===== src/design/pcrc_pkg.sv =====
// Package for the programmable CRC generator: widths, reset values, carriers.
package pcrc_pkg;

  localparam int PCRC_MAX_ORDER = 32;
  localparam int PCRC_LEN_W = 5;
  localparam int PCRC_HALF_W = 16;
  localparam logic [PCRC_LEN_W-1:0] PCRC_LEN_16 = 5'h0F;
  localparam logic [PCRC_LEN_W-1:0] PCRC_LEN_32 = 5'h1F;
  localparam logic [PCRC_LEN_W-1:0] PCRC_LEN_RST = 5'h0F;
  localparam logic [PCRC_HALF_W-1:0] PCRC_MASK_HI_RST = 16'h0000;
  localparam logic [PCRC_HALF_W-1:0] PCRC_MASK_LO_RST = 16'h1020;
  localparam logic [PCRC_MAX_ORDER-1:0] PCRC_REM_RST = 32'h0000_0000;
  localparam int PCRC_SYNC_STAGES = 2;

  typedef struct packed {
    logic [PCRC_LEN_W-1:0] poly_order_select;
    logic [PCRC_HALF_W-1:0] term_mask_high;
    logic [PCRC_HALF_W-1:0] term_mask_low;
  } pcrc_cfg_s;

  typedef struct packed {
    logic valid;
    logic data;
  } pcrc_bit_s;

  typedef enum logic [1:0] {
    PCRC_IDLE,
    PCRC_RUN
  } pcrc_state_e;

endpackage


===== src/design/pcrc_top.sv =====
// Programmable CRC generator: configurable order and term mask, one bit per clock.
`timescale 1ns/1ps
// How it works
// - Orders up to 32 are supported with up to 32 shift stages.
// - Order select holds order minus one; 0x0F gives 16, 0x1F gives 32.
// - Term mask is two 16-bit halves: high covers 31..16, low 15..0.
// - A set mask bit applies feedback XOR at that stage; cleared applies none.
// - Constant term always feeds back; mask bit zero is ignored.
// - Top term of order N is always present, no mask bit needed.
module pcrc_top #(
  parameter int MAX_ORDER = pcrc_pkg::PCRC_MAX_ORDER
) (
  // Clock and reset
  input wire logic core_clk,
  input wire logic rstn,
  // Configuration
  input wire pcrc_pkg::pcrc_cfg_s cfg,
  input wire logic clear,
  // Serial data in
  input wire pcrc_pkg::pcrc_bit_s din,
  // Result
  output logic [MAX_ORDER-1:0] crc_result,
  output logic crc_valid,
  output logic busy
);
  import pcrc_pkg::*;

  // Two flops so every stage leaves reset on one clean edge
  logic [PCRC_SYNC_STAGES-1:0] rst_sync_q;
  logic rst_n;

  always_ff @(posedge core_clk or negedge rstn) begin
    if (!rstn) begin
      rst_sync_q <= '0;
    end else begin
      rst_sync_q <= {rst_sync_q[PCRC_SYNC_STAGES-2:0], 1'b1};
    end
  end
  assign rst_n = rst_sync_q[PCRC_SYNC_STAGES-1];

  logic [PCRC_LEN_W-1:0] len_q, len_d;
  logic [MAX_ORDER-1:0] mask_q, mask_d;
  logic [MAX_ORDER-1:0] rem_q, rem_d;
  logic [MAX_ORDER-1:0] rem_shift;
  logic [MAX_ORDER-1:0] range_v;
  logic [MAX_ORDER-1:0] taps;
  logic valid_d;
  logic busy_d;
  pcrc_state_e st_q, st_d;
  logic fb;

  // Order register and mask; changing order mid-stream is allowed but restarts nothing
  always_comb begin
    len_d = cfg.poly_order_select;
    mask_d = {cfg.term_mask_high, cfg.term_mask_low};
  end

  always_comb begin
    for (int i = 0; i < MAX_ORDER; i++) begin
      range_v[i] = (i <= int'(len_q));
    end
  end

  // Feedback leaves the top stage of the programmed order
  always_comb begin
    fb = rem_q[len_q] ^ din.data;
    taps = mask_q;
    taps[0] = 1'b1;
  end

  genvar g;
  generate
    for (g = 0; g < MAX_ORDER; g++) begin : g_stage
      if (g == 0) begin : g_first
        pcrc_stage u_stage (
          .prev_bit(1'b0),
          .fb(fb),
          .tap_en(taps[0]),
          .in_range(range_v[0]),
          .next_bit(rem_shift[0])
        );
      end else begin : g_rest
        pcrc_stage u_stage (
          .prev_bit(rem_q[g-1]),
          .fb(fb),
          .tap_en(taps[g]),
          .in_range(range_v[g]),
          .next_bit(rem_shift[g])
        );
      end
    end
  endgenerate

  always_comb begin
    rem_d = rem_q;
    valid_d = 1'b0;
    st_d = st_q;
    case (st_q)
      PCRC_IDLE: begin
        if (din.valid) begin
          rem_d = rem_shift;
          valid_d = 1'b1;
          st_d = PCRC_RUN;
        end
      end
      PCRC_RUN: begin
        if (din.valid) begin
          rem_d = rem_shift;
          valid_d = 1'b1;
        end else begin
          st_d = PCRC_IDLE;
        end
      end
      default: begin
        st_d = PCRC_IDLE;
      end
    endcase
    // Clear takes priority so software can restart with a fresh seed
    if (clear) begin
      rem_d = PCRC_REM_RST;
      valid_d = 1'b0;
      st_d = PCRC_IDLE;
    end
  end

  // Busy follows the state about to be entered so it lines up with the result
  always_comb begin
    busy_d = (st_d == PCRC_RUN);
  end

  always_ff @(posedge core_clk or negedge rst_n) begin
    if (!rst_n) begin
      len_q <= PCRC_LEN_RST;
      mask_q <= {PCRC_MASK_HI_RST, PCRC_MASK_LO_RST};
      rem_q <= PCRC_REM_RST;
      st_q <= PCRC_IDLE;
    end else begin
      len_q <= len_d;
      mask_q <= mask_d;
      rem_q <= rem_d;
      st_q <= st_d;
    end
  end

  always_ff @(posedge core_clk or negedge rst_n) begin
    if (!rst_n) begin
      crc_result <= PCRC_REM_RST;
      crc_valid <= 1'b0;
      busy <= 1'b0;
    end else begin
      crc_result <= rem_d;
      crc_valid <= valid_d;
      busy <= busy_d;
    end
  end

  // Assertions
  // Stage range and order decode
  top_zero_a: assert property (@(posedge core_clk) disable iff (!rst_n)
    (din.valid && !clear) |=> ((rem_q & ~$past(range_v)) == '0))
    else $error("stage above order not cleared");
  top_stage_a: assert property (@(posedge core_clk) disable iff (!rst_n)
    (din.valid && !clear && len_q == PCRC_LEN_32) |->
      rem_d[31] == (rem_q[30] ^ ((rem_q[31] ^ din.data) & mask_q[31])))
    else $error("top stage of order 32 wrong");
  order_used_a: assert property (@(posedge core_clk) disable iff (!rst_n)
    (len_q == PCRC_LEN_16) |-> !range_v[16] && range_v[15])
    else $error("order 16 range wrong");
  order_full_a: assert property (@(posedge core_clk) disable iff (!rst_n)
    (len_q == PCRC_LEN_32) |-> (&range_v))
    else $error("order 32 range wrong");
  order_count_a: assert property (@(posedge core_clk) disable iff (!rst_n)
    $countones(range_v) == int'(len_q) + 1)
    else $error("stage count differs from order");

  // Mask capture; the first edge out of reset still shows the reset mask
  mask_split_a: assert property (@(posedge core_clk) disable iff (!rst_n)
    rst_n |=> mask_q[31:16] == $past(cfg.term_mask_high))
    else $error("high mask half misplaced");
  mask_low_a: assert property (@(posedge core_clk) disable iff (!rst_n)
    rst_n |=> mask_q[15:0] == $past(cfg.term_mask_low))
    else $error("low mask half misplaced");

  // Feedback network, checked against a plain shift-and-xor
  tap_apply_a: assert property (@(posedge core_clk) disable iff (!rst_n)
    (din.valid && !clear && fb && len_q == PCRC_LEN_32) |->
      rem_d[5] == (rem_q[4] ^ mask_q[5]))
    else $error("tap xor wrong");
  const_term_a: assert property (@(posedge core_clk) disable iff (!rst_n)
    (din.valid && !clear) |-> rem_d[0] == (rem_q[len_q] ^ din.data))
    else $error("constant term missing");
  top_term_a: assert property (@(posedge core_clk) disable iff (!rst_n)
    (din.valid && !clear && (rem_q[len_q] ^ din.data)) |-> rem_d[0])
    else $error("top term not used");
  shift_plain_a: assert property (@(posedge core_clk) disable iff (!rst_n)
    (din.valid && !clear && !(rem_q[len_q] ^ din.data)) |->
      rem_d == ((rem_q << 1) & range_v))
    else $error("plain shift wrong");
  shift_fb_a: assert property (@(posedge core_clk) disable iff (!rst_n)
    (din.valid && !clear && (rem_q[len_q] ^ din.data)) |->
      rem_d == (((rem_q << 1) ^ {mask_q[MAX_ORDER-1:1], 1'b1}) & range_v))
    else $error("feedback shift wrong");

  // Output timing and clear
  valid_pulse_a: assert property (@(posedge core_clk) disable iff (!rst_n)
    (din.valid && !clear) |=> crc_valid && busy)
    else $error("valid or busy missing after bit");
  valid_drop_a: assert property (@(posedge core_clk) disable iff (!rst_n)
    (!din.valid || clear) |=> !crc_valid)
    else $error("valid without bit");
  busy_drop_a: assert property (@(posedge core_clk) disable iff (!rst_n)
    (!din.valid || clear) |=> !busy)
    else $error("busy without bit");
  clear_wins_a: assert property (@(posedge core_clk) disable iff (!rst_n)
    clear |=> (crc_result == '0) && !busy && !crc_valid)
    else $error("clear did not win");
  result_hold_a: assert property (@(posedge core_clk) disable iff (!rst_n)
    (!din.valid && !clear) |=> crc_result == $past(crc_result))
    else $error("result moved without data");
  shift_step_a: assert property (@(posedge core_clk) disable iff (!rst_n)
    (!din.valid && !clear) |=> rem_q == $past(rem_q))
    else $error("remainder changed without data");
endmodule


===== src/design/pcrc_stage.sv =====
// One shift stage of the CRC register with optional feedback tap.
`timescale 1ns/1ps
module pcrc_stage (
  // Neighbour and feedback
  input wire logic prev_bit,
  input wire logic fb,
  // Controls
  input wire logic tap_en,
  input wire logic in_range,
  // Result
  output logic next_bit
);
  always_comb begin
    // Stages above the order stay cleared so a shorter order reads cleanly
    if (!in_range) begin
      next_bit = 1'b0;
    end else begin
      next_bit = prev_bit ^ (fb & tap_en);
    end
  end
endmodule


===== config.mk =====
export PLATFORM = sky130hd
export DESIGN_NAME = pcrc_top
export DESIGN_NICKNAME = d
export VERILOG_FILES = /design/src/design/pcrc_pkg.sv /design/src/design/pcrc_top.sv /design/src/design/pcrc_stage.sv
export SDC_FILE = /design/constraint.sdc
export NUM_CORES = 1
export LEC_CHECK = 0
export ABC_AREA = 1
export BUFFER_PORTS_ARGS = -buffer_cell sky130_fd_sc_hd__buf_2
export CORE_ASPECT_RATIO = 0.7
export CORE_MARGIN = 2
export CORE_UTILIZATION = 50
export CTS_CLUSTER_SIZE = 40
export DETAILED_ROUTE_END_ITERATION = 16
export PLACE_DENSITY = 0.79
export SKIP_CTS_REPAIR_TIMING = 1
export SYNTH_ARGS = -nofsm -noshare
export SYNTH_HDL_FRONTEND = slang
export SYNTH_SLANG_ARGS = --single-unit

===== constraint.sdc =====
create_clock -name core_clk -period 3 [get_ports core_clk]
set_clock_uncertainty 0.2 [all_clocks]
set_input_delay 0.45 -clock core_clk [delete_from_list [all_inputs] [get_ports core_clk]]
set_output_delay 0.45 -clock core_clk [all_outputs]
set_load 0.01 [all_outputs]

* After elaboration in Yosys (flattened, before gate mapping)
Index checks and enable logic that the tools add are counted.
Word-level totals: bits in registers 75, input bits 42, output and inout port bits 34, logic and storage cells 152
Cells by class: order comparisons 32, eq/ne operators 2, multiplexer cells 43, bitwise gates (word level) 63, reduce and logical (&&, ||, !) cells 5
Operators with widths (count):
- $mux W32 | 3
- $le A5 B5 Y1 const A | 16
- $le A4 B5 Y1 const A | 8
- $mux W1 | 35
- $xor A1 B1 Y1 | 32
- $and A1 B1 Y1 | 31
- $le A3 B5 Y1 const A | 4
- $le A2 B5 Y1 const A | 2
- $lt A5 B6 Y1 const B | 1
- $mux W2 | 3
- $bmux W1 S5 | 1
- $le A1 B5 Y1 const A | 1
- $eq A2 B1 Y1 const B | 2
- $pmux W2 S2 | 1
- $reduce_bool A2 Y1 | 2
- $logic_not A2 Y1 | 1
- $reduce_and A2 Y1 | 1
- $reduce_or A2 Y1 | 1

* Logic depth before layout (Yosys ltp)
Gate-level depths: netlist of run 1.
depth after elaboration 9, gate-level depth with buffers 17

* By module
Synthesis of run 1 repeated with hierarchy kept, for this count alone.
Second synthesis, totals: cells, all modules 454, area total of the unflattened synthesis 3477.1 µm²
Modules (own cells, without submodules):
- pcrc_top | instances 1, cells an instance 326, area an instance 2916.5 µm², sequential area each 1834.3 µm²
- pcrc_stage | instances 32, cells an instance 4, area an instance 17.5 µm², sequential area each 0.0 µm²

* Worst setup path before layout of run 1
No wires, ideal clock.
path kind reg-to-reg, from register len_q[0], to register crc_result[29], library setup time 0.117 ns, arrival time 1.714 ns, data required time 2.683 ns, slack 0.968 ns, cell stages (with the launch flop) 15, buffers on the path 3, cell sequence dfstp_2 > buf_4 > buf_6 > nor2_1 > a21oi_1 > nand2_1 > a21oi_1 > nand2_1 > nand2_1 > nand2_1 > nand2_2 > buf_6 > nand3_1 > nand3_1 > nand2_1
On the way: cells in the longest elaborated chain, start to end 9, elaborated cells on any way between the ends 10, those cells by class order compare: 1; mux: 6; bitwise: 3
RTL lines:
- from (decl) | RTL line pcrc_top.sv:41 | logic [PCRC_LEN_W-1:0] len_q, len_d;
- from (signal assigned) | RTL line pcrc_top.sv:138 | len_q <= len_d;
- $bmux W1 S5 | RTL line pcrc_top.sv:66 | fb = rem_q[len_q] ^ din.data;
- $mux W1 (not written as such) | RTL line pcrc_top.sv:66
- $xor A1 B1 Y1 | RTL line pcrc_top.sv:66
- $and A1 B1 Y1 | RTL line pcrc_stage.sv:18 | next_bit = prev_bit ^ (fb & tap_en);
- $xor A1 B1 Y1 | RTL line pcrc_stage.sv:18
- $mux W1 * | RTL line pcrc_stage.sv:15 | if (!in_range) begin
- $mux W32 * | RTL line pcrc_top.sv:100, pcrc_top.sv:107
- $mux W32 *
- $mux W32 * | RTL line pcrc_top.sv:119 | if (clear) begin
- to (signal assigned) | RTL line pcrc_top.sv:151 | crc_result <= rem_d;
- to (decl) | RTL line pcrc_top.sv:22 | output logic [MAX_ORDER-1:0] crc_result,
Every way passes the cells marked *; elsewhere a longest branch is shown, timed or not. The select of a mux whose other input is x is not followed. A chain may end at the register's enable or synchronous reset.

* Worst setup path after layout of run 1
from register len_q[0], to register crc_result[16]
Same word-level chain as after synthesis.

==> results.md, run 1 <==
| Stage | Quantity | Value |
|---|---|---|
| min path | Hold crit path type | input port to flop |
| pwr | Cell internal power dissipation | 1.64 mW |
| placement | Number of buffers added on ports | 74 |
| placement | DP Area | 0.00401 mm² |
| floorplanning | Height of the die | 76.6 µm |
| route | Total number of vias | 3552 |
| route | Number of iterations in the first detailed-routing pass | 5 |
| clock tree | TritonCTS buffer count | 9 |
| yosys | Primary FF master, synth | sky130_fd_sc_hd__dfrtp_1 |
| global route | Number of antenna violations at the first check in global routing | 0 |
| clock tree | CTS tree | built |
| yosys | Synth Instances | 486 |
| pwr | Power share of the clock group | 0.387 |
| pwr | Total power after layout | 2.21 mW |
| floorplanning | Total die area | 0.00824 mm² |
| sta | Worst slew slack as a fraction of its limit | 0.503 |
| yosys | Seq/Total Area, Yosys | 0.488 |
| floorplanning | Die span in x | 108 µm |
| yosys | XOR/XNOR Fraction of Synth Area | 0 |
| critical path | Critical Path RT | 3050 ps |
| critical path | CP max FO | 18 |
| yosys | Cell type contributing the most total cell area after synthesis | sky130_fd_sc_hd__dfrtp_1 |
| global route | Global-route wire length before repair | 15500 µm |
| yosys | Flip-flop and latch count after synthesis | 73 |
| yosys | Main combinational cell family by area after synthesis | simple AND/OR/NAND/NOR gates |
| clock tree | Clock-pin slew on the worst setup and hold paths | 80 ps |
| critical path | Most common cell type on the critical path | sky130_fd_sc_hd__nand2_1 |
| yosys | Synthesized area divided by synthesized cell count | 7.74 µm² |
| yosys | Number of enable flip-flop cells after synthesis | 0 |
| sta | Max-slew violation count | 0 |
| layout | Layout Utilization | 0.632 |
| sta | Highest clock frequency the design can meet | 0.379 GHz |
| sta | Least setup slack across all paths after layout | 359 ps |
| pwr | Relative contribution of sequential cells to total power | 0.486 |
| yosys | Portion of synthesized cell area occupied by the leading cell type | 0.446 |
| global route | Via count of the first global-routing pass | 3264 |
| pwr | Switch share | 0.259 |
| floorplanning | Initial core utilization | 0.516 |
| route | Routed WL | 9750 µm |
| yosys | Netlist Area Pre-Place | 0.00376 mm² |
| sta | Sum Neg Setup Slack | 0 ps |
| clock tree | Longest Clk Path Bufs | 2 |
| critical path | Series of cell instances along the critical path | inv_2, nand2_1, nand2_1, nand2_1, nand2_1, nand2_1, nand2_1, nor2_1, nand2_1, nand2_1, nand2_1, nand2_2, buf_12, nand3_1, nand3_1, nand2_1 |
| floorplanning | # rows | 26 |
| clock tree | TritonCTS sink count | 73 |
| layout | Leading cell type in the layout, fill and taps excluded | sky130_fd_sc_hd__nand2_1 |
| critical path | Endpoint class of the critical path | flop |
| yosys | Post-synthesis net count | 528 |
| yosys | Async set-or-reset flop fraction in the synthesized netlist | 1.00 |
| layout | Sequential Area | 0.00184 mm² |
| pwr | Worst ir drop on vdd | 0.000361 V |
| clock tree | Master cell of the clock root buffer | sky130_fd_sc_hd__clkbuf_8 |
| route | Count of nets left with antenna violations after detail routing | 0 |
| route | Final routed DRC violation total | 0 |
| pwr | Leakage power summed over all cells | 2.48 nW |
| yosys | Distinct cell type count of the synthesized netlist | 23 |
| route | Routed wirelength normalized by instance count | 14.5 µm |
| placement | Placed insts | 619 |
| layout | Antenna diodes | 0 |
| sta | Worst-case hold slack | 77.7 ps |
| pwr | Sw Pwr | 0.572 mW |
| floorplanning | Top Ports | 76 |
| sta | Slew at the pin closest to its max-slew limit | 746 ps |
| critical path | Largest incremental delay on the critical path | 740 ps |
| placement | Placer's final routability congestion estimate | 0.919 |
| placement | Placement-stage worst setup slack | 403 ps |
| sta | Final count of hold timing violations | 0 |
| layout | Fill count | 655 |
| layout | Area Growth Syn to Fin | 22.5% |
| critical path | Arrival time reported for the critical path endpoint | 2690 ps |
| critical path | Crit path launch type | flop |
| layout | Final std cells w/o fill | 672 |
| sta | Total of endpoints with negative setup slack in the final report | 0 |
| job | Number of max-cap violations | 0 |
| outcome | Status | completed |
| layout | Area of combinational cells with multiple inputs | 0.00139 mm² |
| clock tree | Htree depth | 3 |
| layout | Commonest non-fill, non-tap cells in the layout | sky130_fd_sc_hd__nand2_1 (153), sky130_fd_sc_hd__nand3_1 (103), sky130_fd_sc_hd__buf_2 (74) |
| yosys | Yosys Warn Count | 0 |
| global route | GR Util All Layers | 0.245 |
| yosys | Multiplexer area fraction after synthesis | 0 |
| pwr | Power density over cell area | 480 mW/mm² |
| floorplanning | Area of the core | 0.00729 mm² |
| clock tree | Clock insertion delay at the later pin of the skew report | 370 ps |
| route | Vias/cell | 5.29 |
| placement | Final HPWL from detailed placement | 6810 µm |
| layout | Fraction of final layout cells with drive strength greater than 1 | 0.200 |
| yosys | Share of synthesized cell area in full adder, half adder and majority cells | 0 |
| critical path | Critical setup path kind | flop to flop |
| layout | Final net count | 611 |
| pwr | Share of power burned in combinational logic | 0.126 |
| critical path | CP max stage cell | sky130_fd_sc_hd__dfstp_2 |
| sta | RSZ-0062 raised after global routing | no |
| yosys | Share of the synthesized area in compound gates (AO/OA/AOI/OAI) | 0.0493 |
| sta | Minimum period implied by the final worst setup slack | 2640 ps |
| global route | Maximum number of pins on one net before global-route repair | 39 |
| layout | Final instance area | 0.00461 mm² |
| yosys | Simple-gate area share of the yosys netlist | 0.318 |
| route | Iteration-0 DRC Markers | 379 |
| global route | GRT Residual Overflow | 0 |
| sta | Final period utilization | 0.880 |
| yosys | Leading post-synthesis cells by cell area | sky130_fd_sc_hd__dfrtp_1 (45%), sky130_fd_sc_hd__nand2_1 (15%), sky130_fd_sc_hd__nand3_1 (14%) |
-- cell type report --
cell class / instances / share of cell area
repair buffers: 122 / 0.187
clock inverters: 5 / 0.0174
clock buffers: 11 / 0.0307
multi-input cells: 317 / 0.302
inverters: 46 / 0.0375
well taps: 98 / 0.0266
flip-flops and latches: 73 / 0.399
-- power groups by stage --
stage | combinational (mW) | clock [mW] | sequential [mW]
after floorplan | 0.172 | 0 | 1.08
after global placement | 0.231 | 0 | 1.09
after detailed placement | 0.238 | 0 | 1.09
after CTS | 0.240 | 0.870 | 1.07
after global routing | 0.311 | 0.916 | 1.08
final | 0.279 | 0.856 | 1.07
-- registers in the layout (all words and copies together), names as in the netlist --
register	cells
busy	1
st_q	1
crc_result	32
len_q	5
crc_valid	1
rst_sync_q	2
mask_q	31
-- Yosys cell counts, types with 3 or more instances --
library cell and instances:
sky130_fd_sc_hd__inv_1 41, sky130_fd_sc_hd__a21oi_1 18, sky130_fd_sc_hd__nand2_1 153, sky130_fd_sc_hd__buf_2 6, sky130_fd_sc_hd__buf_4 35, sky130_fd_sc_hd__clkbuf_1 4, sky130_fd_sc_hd__nand3_1 103, sky130_fd_sc_hd__dfstp_2 6
sky130_fd_sc_hd__buf_6 5, sky130_fd_sc_hd__o21ai_1 3, sky130_fd_sc_hd__dfrtp_1 67, sky130_fd_sc_hd__inv_2 5, sky130_fd_sc_hd__nor2_1 24
-- logic make-up (layout without fill, tap and decap cells) --
| logic type | after synthesis | in the layout |
|---|---|---|
| other cells | 2 | 2 |
| flops | 73 | 73 |
| simple gates | 283 | 283 |
| compound gates | 32 | 32 |
| buf+inv | 96 | 184 |
-- path summary, 6_finish.rpt --
path	endpoint	cells past startpoint	slack [ps]	start
worst min register to register	busy	0	140	rst_sync_q[1]
min in group asynchronous	busy	0	140	rst_sync_q[1]
worst max-delay path	crc_result[16]	16	360	len_q[0]
worst min-delay path	crc_valid	2	80	clear
max in group asynchronous	len_q[1]	1	1740	rst_sync_q[1]
worst max register to register	crc_result[16]	16	360	len_q[0]
-- per-layer routing --
layer  GRT usage  vias up  routed length [µm]  part of all wire
met5           0        -                   0                 0
met4      0.0821        0                 143             0.015
met3      0.0753       20                 874             0.090
met2       0.356      160                4360              0.45
met1       0.347     1688                4370              0.45
li1            -     1684                   -                 -
-- critical path: cells and delay by family, from the launching register on --
family,cells,cell delay [ps]
buffers and inverters,2,370
AND/OR/NAND/NOR,14,1190
flip-flops,1,740
(Power assumes the default switching activity.)
==> run 2: changes to the inputs <==
GPL_TIMING_DRIVEN = 0   (was default)
==> run 2 against run 1 <==
Effect of this change:
- register-to-register slack improved by 140 ps
- die area unchanged
- non-clock buffer count increased by 39
- worst setup slack better by 140 ps
- maximum frequency rose by 5.4%
- via count is 2.6% higher
- global-route usage up 2.6 points
- clock power rose by 11%
- sequential power about the same
- sequential share of layout area fell by 2.1 points
- cell area increased by 5.7%
==> results.md, run 2 (synthesized netlist as in run 1, its figures left out) <==
| Stage | Quantity | Value |
|---|---|---|
| outcome | Status | completed |
| placement | Placer's final routability congestion estimate | 0.905 |
| route | Number of iterations in the first detailed-routing pass | 7 |
| sta | Final count of hold timing violations | 0 |
| layout | Antenna diodes | 0 |
| job | Number of max-cap violations | 0 |
| sta | Worst slew slack as a fraction of its limit | 0.410 |
| route | Routed WL | 10800 µm |
| layout | Max reg flops | 32 |
| global route | GR Util All Layers | 0.271 |
| layout | Largest registers | crc_result x32, mask_q x31, len_q x5 |
| layout | Leading cell type in the layout, fill and taps excluded | sky130_fd_sc_hd__nand2_1 |
| layout | Fill count | 633 |
| floorplanning | Height of the die | 76.6 µm |
| sta | Least setup slack across all paths after layout | 495 ps |
| floorplanning | Top Ports | 76 |
| pwr | Worst ir drop on vdd | 0.000552 V |
| layout | Layout Utilization | 0.668 |
| critical path | Critical Path RT | 3070 ps |
| floorplanning | Area of the core | 0.00729 mm² |
| route | Routed wirelength normalized by instance count | 15.2 µm |
| pwr | Power density over cell area | 480 mW/mm² |
| sta | Slew at the pin closest to its max-slew limit | 884 ps |
| clock tree | Master cell of the clock root buffer | sky130_fd_sc_hd__clkbuf_8 |
| floorplanning | Die span in x | 108 µm |
| clock tree | Htree depth | 3 |
| placement | Placement-stage worst setup slack | 548 ps |
| pwr | Leakage power summed over all cells | 2.66 nW |
| layout | Area Growth Syn to Fin | 29.5% |
| clock tree | Clock insertion delay at the later pin of the skew report | 380 ps |
| sta | RSZ-0062 raised after global routing | no |
| route | Count of nets left with antenna violations after detail routing | 0 |
| clock tree | Clock-pin slew on the worst setup and hold paths | 80 ps |
| layout | Final net count | 650 |
| sta | Highest clock frequency the design can meet | 0.399 GHz |
| route | Final routed DRC violation total | 0 |
| route | Total number of vias | 3646 |
| layout | Commonest non-fill, non-tap cells in the layout | sky130_fd_sc_hd__nand2_1 (153), sky130_fd_sc_hd__nand3_1 (103), sky130_fd_sc_hd__buf_2 (80) |
| floorplanning | Initial core utilization | 0.516 |
| placement | Number of buffers added on ports | 74 |
| clock tree | TritonCTS sink count | 73 |
| floorplanning | # rows | 26 |
| route | Iteration-0 DRC Markers | 318 |
| critical path | CP max FO | 10 |
| placement | Final HPWL from detailed placement | 7360 µm |
| clock tree | Longest Clk Path Bufs | 2 |
| sta | Total of endpoints with negative setup slack in the final report | 0 |
| clock tree | TritonCTS buffer count | 9 |
| critical path | Critical setup path kind | flop to flop |
| sta | Final period utilization | 0.835 |
| route | Vias/cell | 5.13 |
| global route | Via count of the first global-routing pass | 3451 |
| global route | GRT Residual Overflow | 0 |
| pwr | Total power after layout | 2.34 mW |
| floorplanning | Total die area | 0.00824 mm² |
| sta | Sum Neg Setup Slack | 0 ps |
| critical path | Crit path launch type | flop |
| critical path | Setup slack of the most critical reg-to-reg path | 490 ps |
| critical path | Arrival time reported for the critical path endpoint | 2570 ps |
| critical path | Endpoint class of the critical path | flop |
| clock tree | CTS tree | built |
| layout | Largest reg by FF count | crc_result |
| global route | Maximum number of pins on one net before global-route repair | 72 |
| min path | Hold crit path type | input port to flop |
| sta | Minimum period implied by the final worst setup slack | 2510 ps |
| global route | Number of antenna violations at the first check in global routing | 0 |
| sta | Worst-case hold slack | 64.3 ps |
| sta | Max-slew violation count | 0 |
| layout | Fraction of final layout cells with drive strength greater than 1 | 0.243 |
| global route | Global-route wire length before repair | 16800 µm |
run 2: changes by cell type in the layout (fill, tap and decap cells not counted), moves of 3 or more:
cell | previous run | this run
sky130_fd_sc_hd__buf_6 | 0 | 5
sky130_fd_sc_hd__buf_4 | 8 | 35
sky130_fd_sc_hd__buf_2 | 74 | 80
sky130_fd_sc_hd__clkbuf_1 | 1 | 5
sky130_fd_sc_hd__buf_12 | 3 | 0
run 2: where the power goes:
group / switching (mW) / internal [mW] / total (mW)
Combinational: 0.172 / 0.136 / 0.308
Clock: 0.395 / 0.556 / 0.951
Sequential: 0.0506 / 1.03 / 1.08
Total: 0.617 / 1.72 / 2.34
run 2: worst max-delay path, stage by stage (launching register included):
cell	delay, ps
sky130_fd_sc_hd__dfstp_2	520
sky130_fd_sc_hd__buf_2	180
sky130_fd_sc_hd__inv_1	100
sky130_fd_sc_hd__nor2_1	240
sky130_fd_sc_hd__a21boi_1	220
sky130_fd_sc_hd__nor2_1	70
sky130_fd_sc_hd__nand2_1	120
sky130_fd_sc_hd__nand3_1	150
sky130_fd_sc_hd__buf_2	250
sky130_fd_sc_hd__nand3_1	110
sky130_fd_sc_hd__nand2_1	50
sky130_fd_sc_hd__nand3_1	110
sky130_fd_sc_hd__nand2_1	60
run 2: path summary, 6_finish.rpt:
| path | start | endpoint | cells after the start |
|---|---|---|---|
| worst min register to register | rst_sync_q[0] | rst_sync_q[1] | 0 |
| worst max-delay path | len_q[2] | crc_result[24] | 12 |
| worst max register to register | len_q[2] | crc_result[24] | 12 |
| min in group asynchronous | rstn | rst_sync_q[0] | 2 |
| worst min-delay path | clear | crc_valid | 2 |
| max in group asynchronous | rst_sync_q[1] | crc_result[18] | 0 |
run 2: through the flow:
| stage | cell area (µm²) | instances |
|---|---|---|
| 2_1_floorplan | 3760 | 486 |
| 3_3_place_gp | 4250 | 658 |
| 3_5_place_dp | 4260 | 658 |
| 4_1_cts | 4500 | 674 |
| 5_1_grt | 4870 | 711 |
| 6_report | 4870 | 711 |
run 2: final cells by class:
class	count	area, µm²	share of cell area
repair buffers	111	741	0.152
clock buffers	10	128	0.0262
multi-input cells	317	1390	0.285
clock inverters	6	115	0.0236
flip-flops and latches	73	1840	0.377
inverters	46	173	0.0355
plain buffers	50	364	0.0748
well taps	98	123	0.0252
run 2: metal layers:
| layer | track usage | share of wire | wire [µm] |
|---|---|---|---|
| met1 | 0.363 | 0.43 | 4650 |
| met2 | 0.403 | 0.46 | 5010 |
| met3 | 0.0975 | 0.092 | 999 |
| met4 | 0.101 | 0.014 | 154 |
| met5 | 0 | 0 | 0 |
==> run 3: changes to the inputs <==
clock period = 2.5 ns   (was 3 ns; I/O delays follow)
==> run 3 against run 2 <==
Effect of this change:
- the run now ends with hold timing left
- cell count up 0.84%
- sequential cell count unchanged
- sequential power is 19% higher
- largest power group unchanged
==> results.md, run 3 (synthesized netlist as in run 1, its figures left out) <==
| Stage | Quantity | Value |
|---|---|---|
| outcome | Status | complete, but fails checks |
| outcome | Violations in the final reports | hold timing |
| layout | Largest reg by FF count | crc_result |
| critical path | Arrival time reported for the critical path endpoint | 2450 ps |
| clock tree | Htree depth | 3 |
| sta | Final period utilization | 0.958 |
| layout | Final std cells w/o fill | 717 |
| route | Routed WL | 11200 µm |
| critical path | Crit path launch type | flop |
| clock tree | Clock insertion delay at the later pin of the skew report | 370 ps |
| clock tree | TritonCTS buffer count | 9 |
| sta | Highest clock frequency the design can meet | 0.417 GHz |
| sta | Worst slew slack as a fraction of its limit | 0.412 |
| sta | Slew at the pin closest to its max-slew limit | 882 ps |
| clock tree | Master cell of the clock root buffer | sky130_fd_sc_hd__clkbuf_8 |
| floorplanning | Height of the die | 76.6 µm |
| route | Vias/cell | 5.19 |
| route | Number of iterations in the first detailed-routing pass | 5 |
| layout | Layout Utilization | 0.697 |
| sta | RSZ-0062 raised after global routing | no |
| layout | Fraction of final layout cells with drive strength greater than 1 | 0.271 |
| pwr | Power density over cell area | 562 mW/mm² |
| critical path | Endpoint class of the critical path | flop |
| global route | GR Util All Layers | 0.271 |
| route | Total number of vias | 3723 |
| clock tree | Longest Clk Path Bufs | 2 |
| global route | Global-route wire length before repair | 16800 µm |
| critical path | CP max FO | 10 |
| sta | Minimum period implied by the final worst setup slack | 2400 ps |
| job | Number of max-cap violations | 0 |
| route | Count of nets left with antenna violations after detail routing | 0 |
| pwr | Leakage power summed over all cells | 2.74 nW |
| layout | Max reg flops | 32 |
| global route | M2 GR Usage | 0.403 |
| layout | Largest registers | crc_result x32, mask_q x31, len_q x5 |
| global route | Met1 capacity usage during global routing | 0.363 |
| floorplanning | Die span in x | 108 µm |
| route | Final routed DRC violation total | 0 |
| placement | Placed insts | 658 |
| clock tree | CTS tree | built |
| critical path | Critical setup path kind | flop to flop |
| global route | Maximum number of pins on one net before global-route repair | 72 |
| global route | Most utilized layer in the global route result | met2 |
| floorplanning | Top Ports | 76 |
| floorplanning | # rows | 26 |
| layout | Final net count | 656 |
| min path | Start point of the worst min-delay path | clear |
| floorplanning | Total die area | 0.00824 mm² |
| global route | Via count of the first global-routing pass | 3451 |
| layout | Antenna diodes | 0 |
| placement | Final HPWL from detailed placement | 7360 µm |
| clock tree | Clock-pin slew on the worst setup and hold paths | 80 ps |
| placement | Number of buffers added on ports | 74 |
| sta | Max-slew violation count | 0 |
| clock tree | TritonCTS sink count | 73 |
| min path | Hold crit path type | input port to flop |
| global route | Number of antenna violations at the first check in global routing | 0 |
| critical path | Critical Path RT | 2560 ps |
| floorplanning | Area of the core | 0.00729 mm² |
| pwr | Worst ir drop on vdd | 0.000660 V |
| critical path | Launch instance of the worst register-to-register path | len_q[0] |
| global route | GRT Residual Overflow | 0 |
| floorplanning | Initial core utilization | 0.516 |
| sta | Total of endpoints with negative setup slack in the final report | 0 |
| route | Iteration-0 DRC Markers | 334 |
| layout | Area Growth Syn to Fin | 35.0% |
| route | Routed wirelength normalized by instance count | 15.6 µm |
| global route | Global-route track usage on met3 | 0.0975 |
| placement | Placer's final routability congestion estimate | 0.905 |
| sta | Final count of hold timing violations | 1 |
| layout | Commonest non-fill, non-tap cells in the layout | sky130_fd_sc_hd__nand2_1 (147), sky130_fd_sc_hd__nand3_1 (101), sky130_fd_sc_hd__buf_2 (77) |
| layout | Leading cell type in the layout, fill and taps excluded | sky130_fd_sc_hd__nand2_1 |
| sta | Worst-case hold slack | -3.41 ps |
| critical path | Worst setup path startpoint | len_q[0] |
-- run 3: cell count changes in the layout (fill, tap and decap cells not counted), sizes merged --
cell	previous run	this run
buf	120	121
clkbuf	14	18
dlygate4sd3	37	38
-- run 3: per-stage QoR --
stage | area, µm² | power [mW] | setup slack, ps | TNS, ps
floorplan | 3760 | 1.50 | 127 | 0
global placement | 4250 | 1.62 | -568 | -36590
detailed placement | 4260 | 1.63 | 47.5 | 0
CTS | 4500 | 2.76 | 13.4 | 0
global route | 5080 | 2.98 | 0.0950 | 0
finish | 5080 | 2.85 | 104 | 0
-- run 3: power by group --
part / switching [mW] / leakage (nW) / internal, mW
registers: 0.0620 / 0.917 / 1.23
clock network: 0.465 / 0.117 / 0.668
logic: 0.226 / 1.71 / 0.200
-- run 3: worst max-delay path, stage by stage, from the launching register on --
cell	delay, ps
sky130_fd_sc_hd__dfstp_2	550
sky130_fd_sc_hd__buf_12	140
sky130_fd_sc_hd__buf_8	130
sky130_fd_sc_hd__nor2_1	70
sky130_fd_sc_hd__a21oi_1	120
sky130_fd_sc_hd__nand2_1	80
sky130_fd_sc_hd__a21oi_2	130
sky130_fd_sc_hd__nand2_2	90
sky130_fd_sc_hd__nand2_2	100
sky130_fd_sc_hd__nand2_2	70
sky130_fd_sc_hd__nand2_4	160
sky130_fd_sc_hd__buf_8	170
sky130_fd_sc_hd__nand3_1	80
sky130_fd_sc_hd__nand3_1	100
sky130_fd_sc_hd__nand2_1	70
-- run 3: worst paths after layout --
| kind | to | slack, ps | depth (start not counted) |
|---|---|---|---|
| hold reg to reg | rst_sync_q[1] | 160 | 0 |
| min in group asynchronous | rst_sync_q[1] | 100 | 2 |
| setup / recovery | crc_result[9] | 100 | 14 |
| hold / removal | busy | -3 | 2 |
| setup reg to reg | crc_result[9] | 100 | 14 |
| max in group asynchronous | crc_result[18] | 1270 | 0 |
-- run 3: area by class of cell --
cell class / instances / area [µm²]
Timing Repair Buffer: 117 / 841
Multi-Input combinational cell: 317 / 1440
Buffer: 50 / 414
Tap cell: 98 / 123
Sequential cell: 73 / 1840
Clock buffer: 10 / 128
Fill cell: 610 / 2210
Inverter: 46 / 175
Clock inverter: 6 / 115
-- run 3: per-layer routing --
layer / share of wire / routed length [µm] / up-vias
met1: 0.43 / 4800 / 1741
met4: 0.014 / 162 / 0
li1: - / - / 1786
met5: 0 / 0 / -
met2: 0.46 / 5150 / 176
met3: 0.098 / 1100 / 20
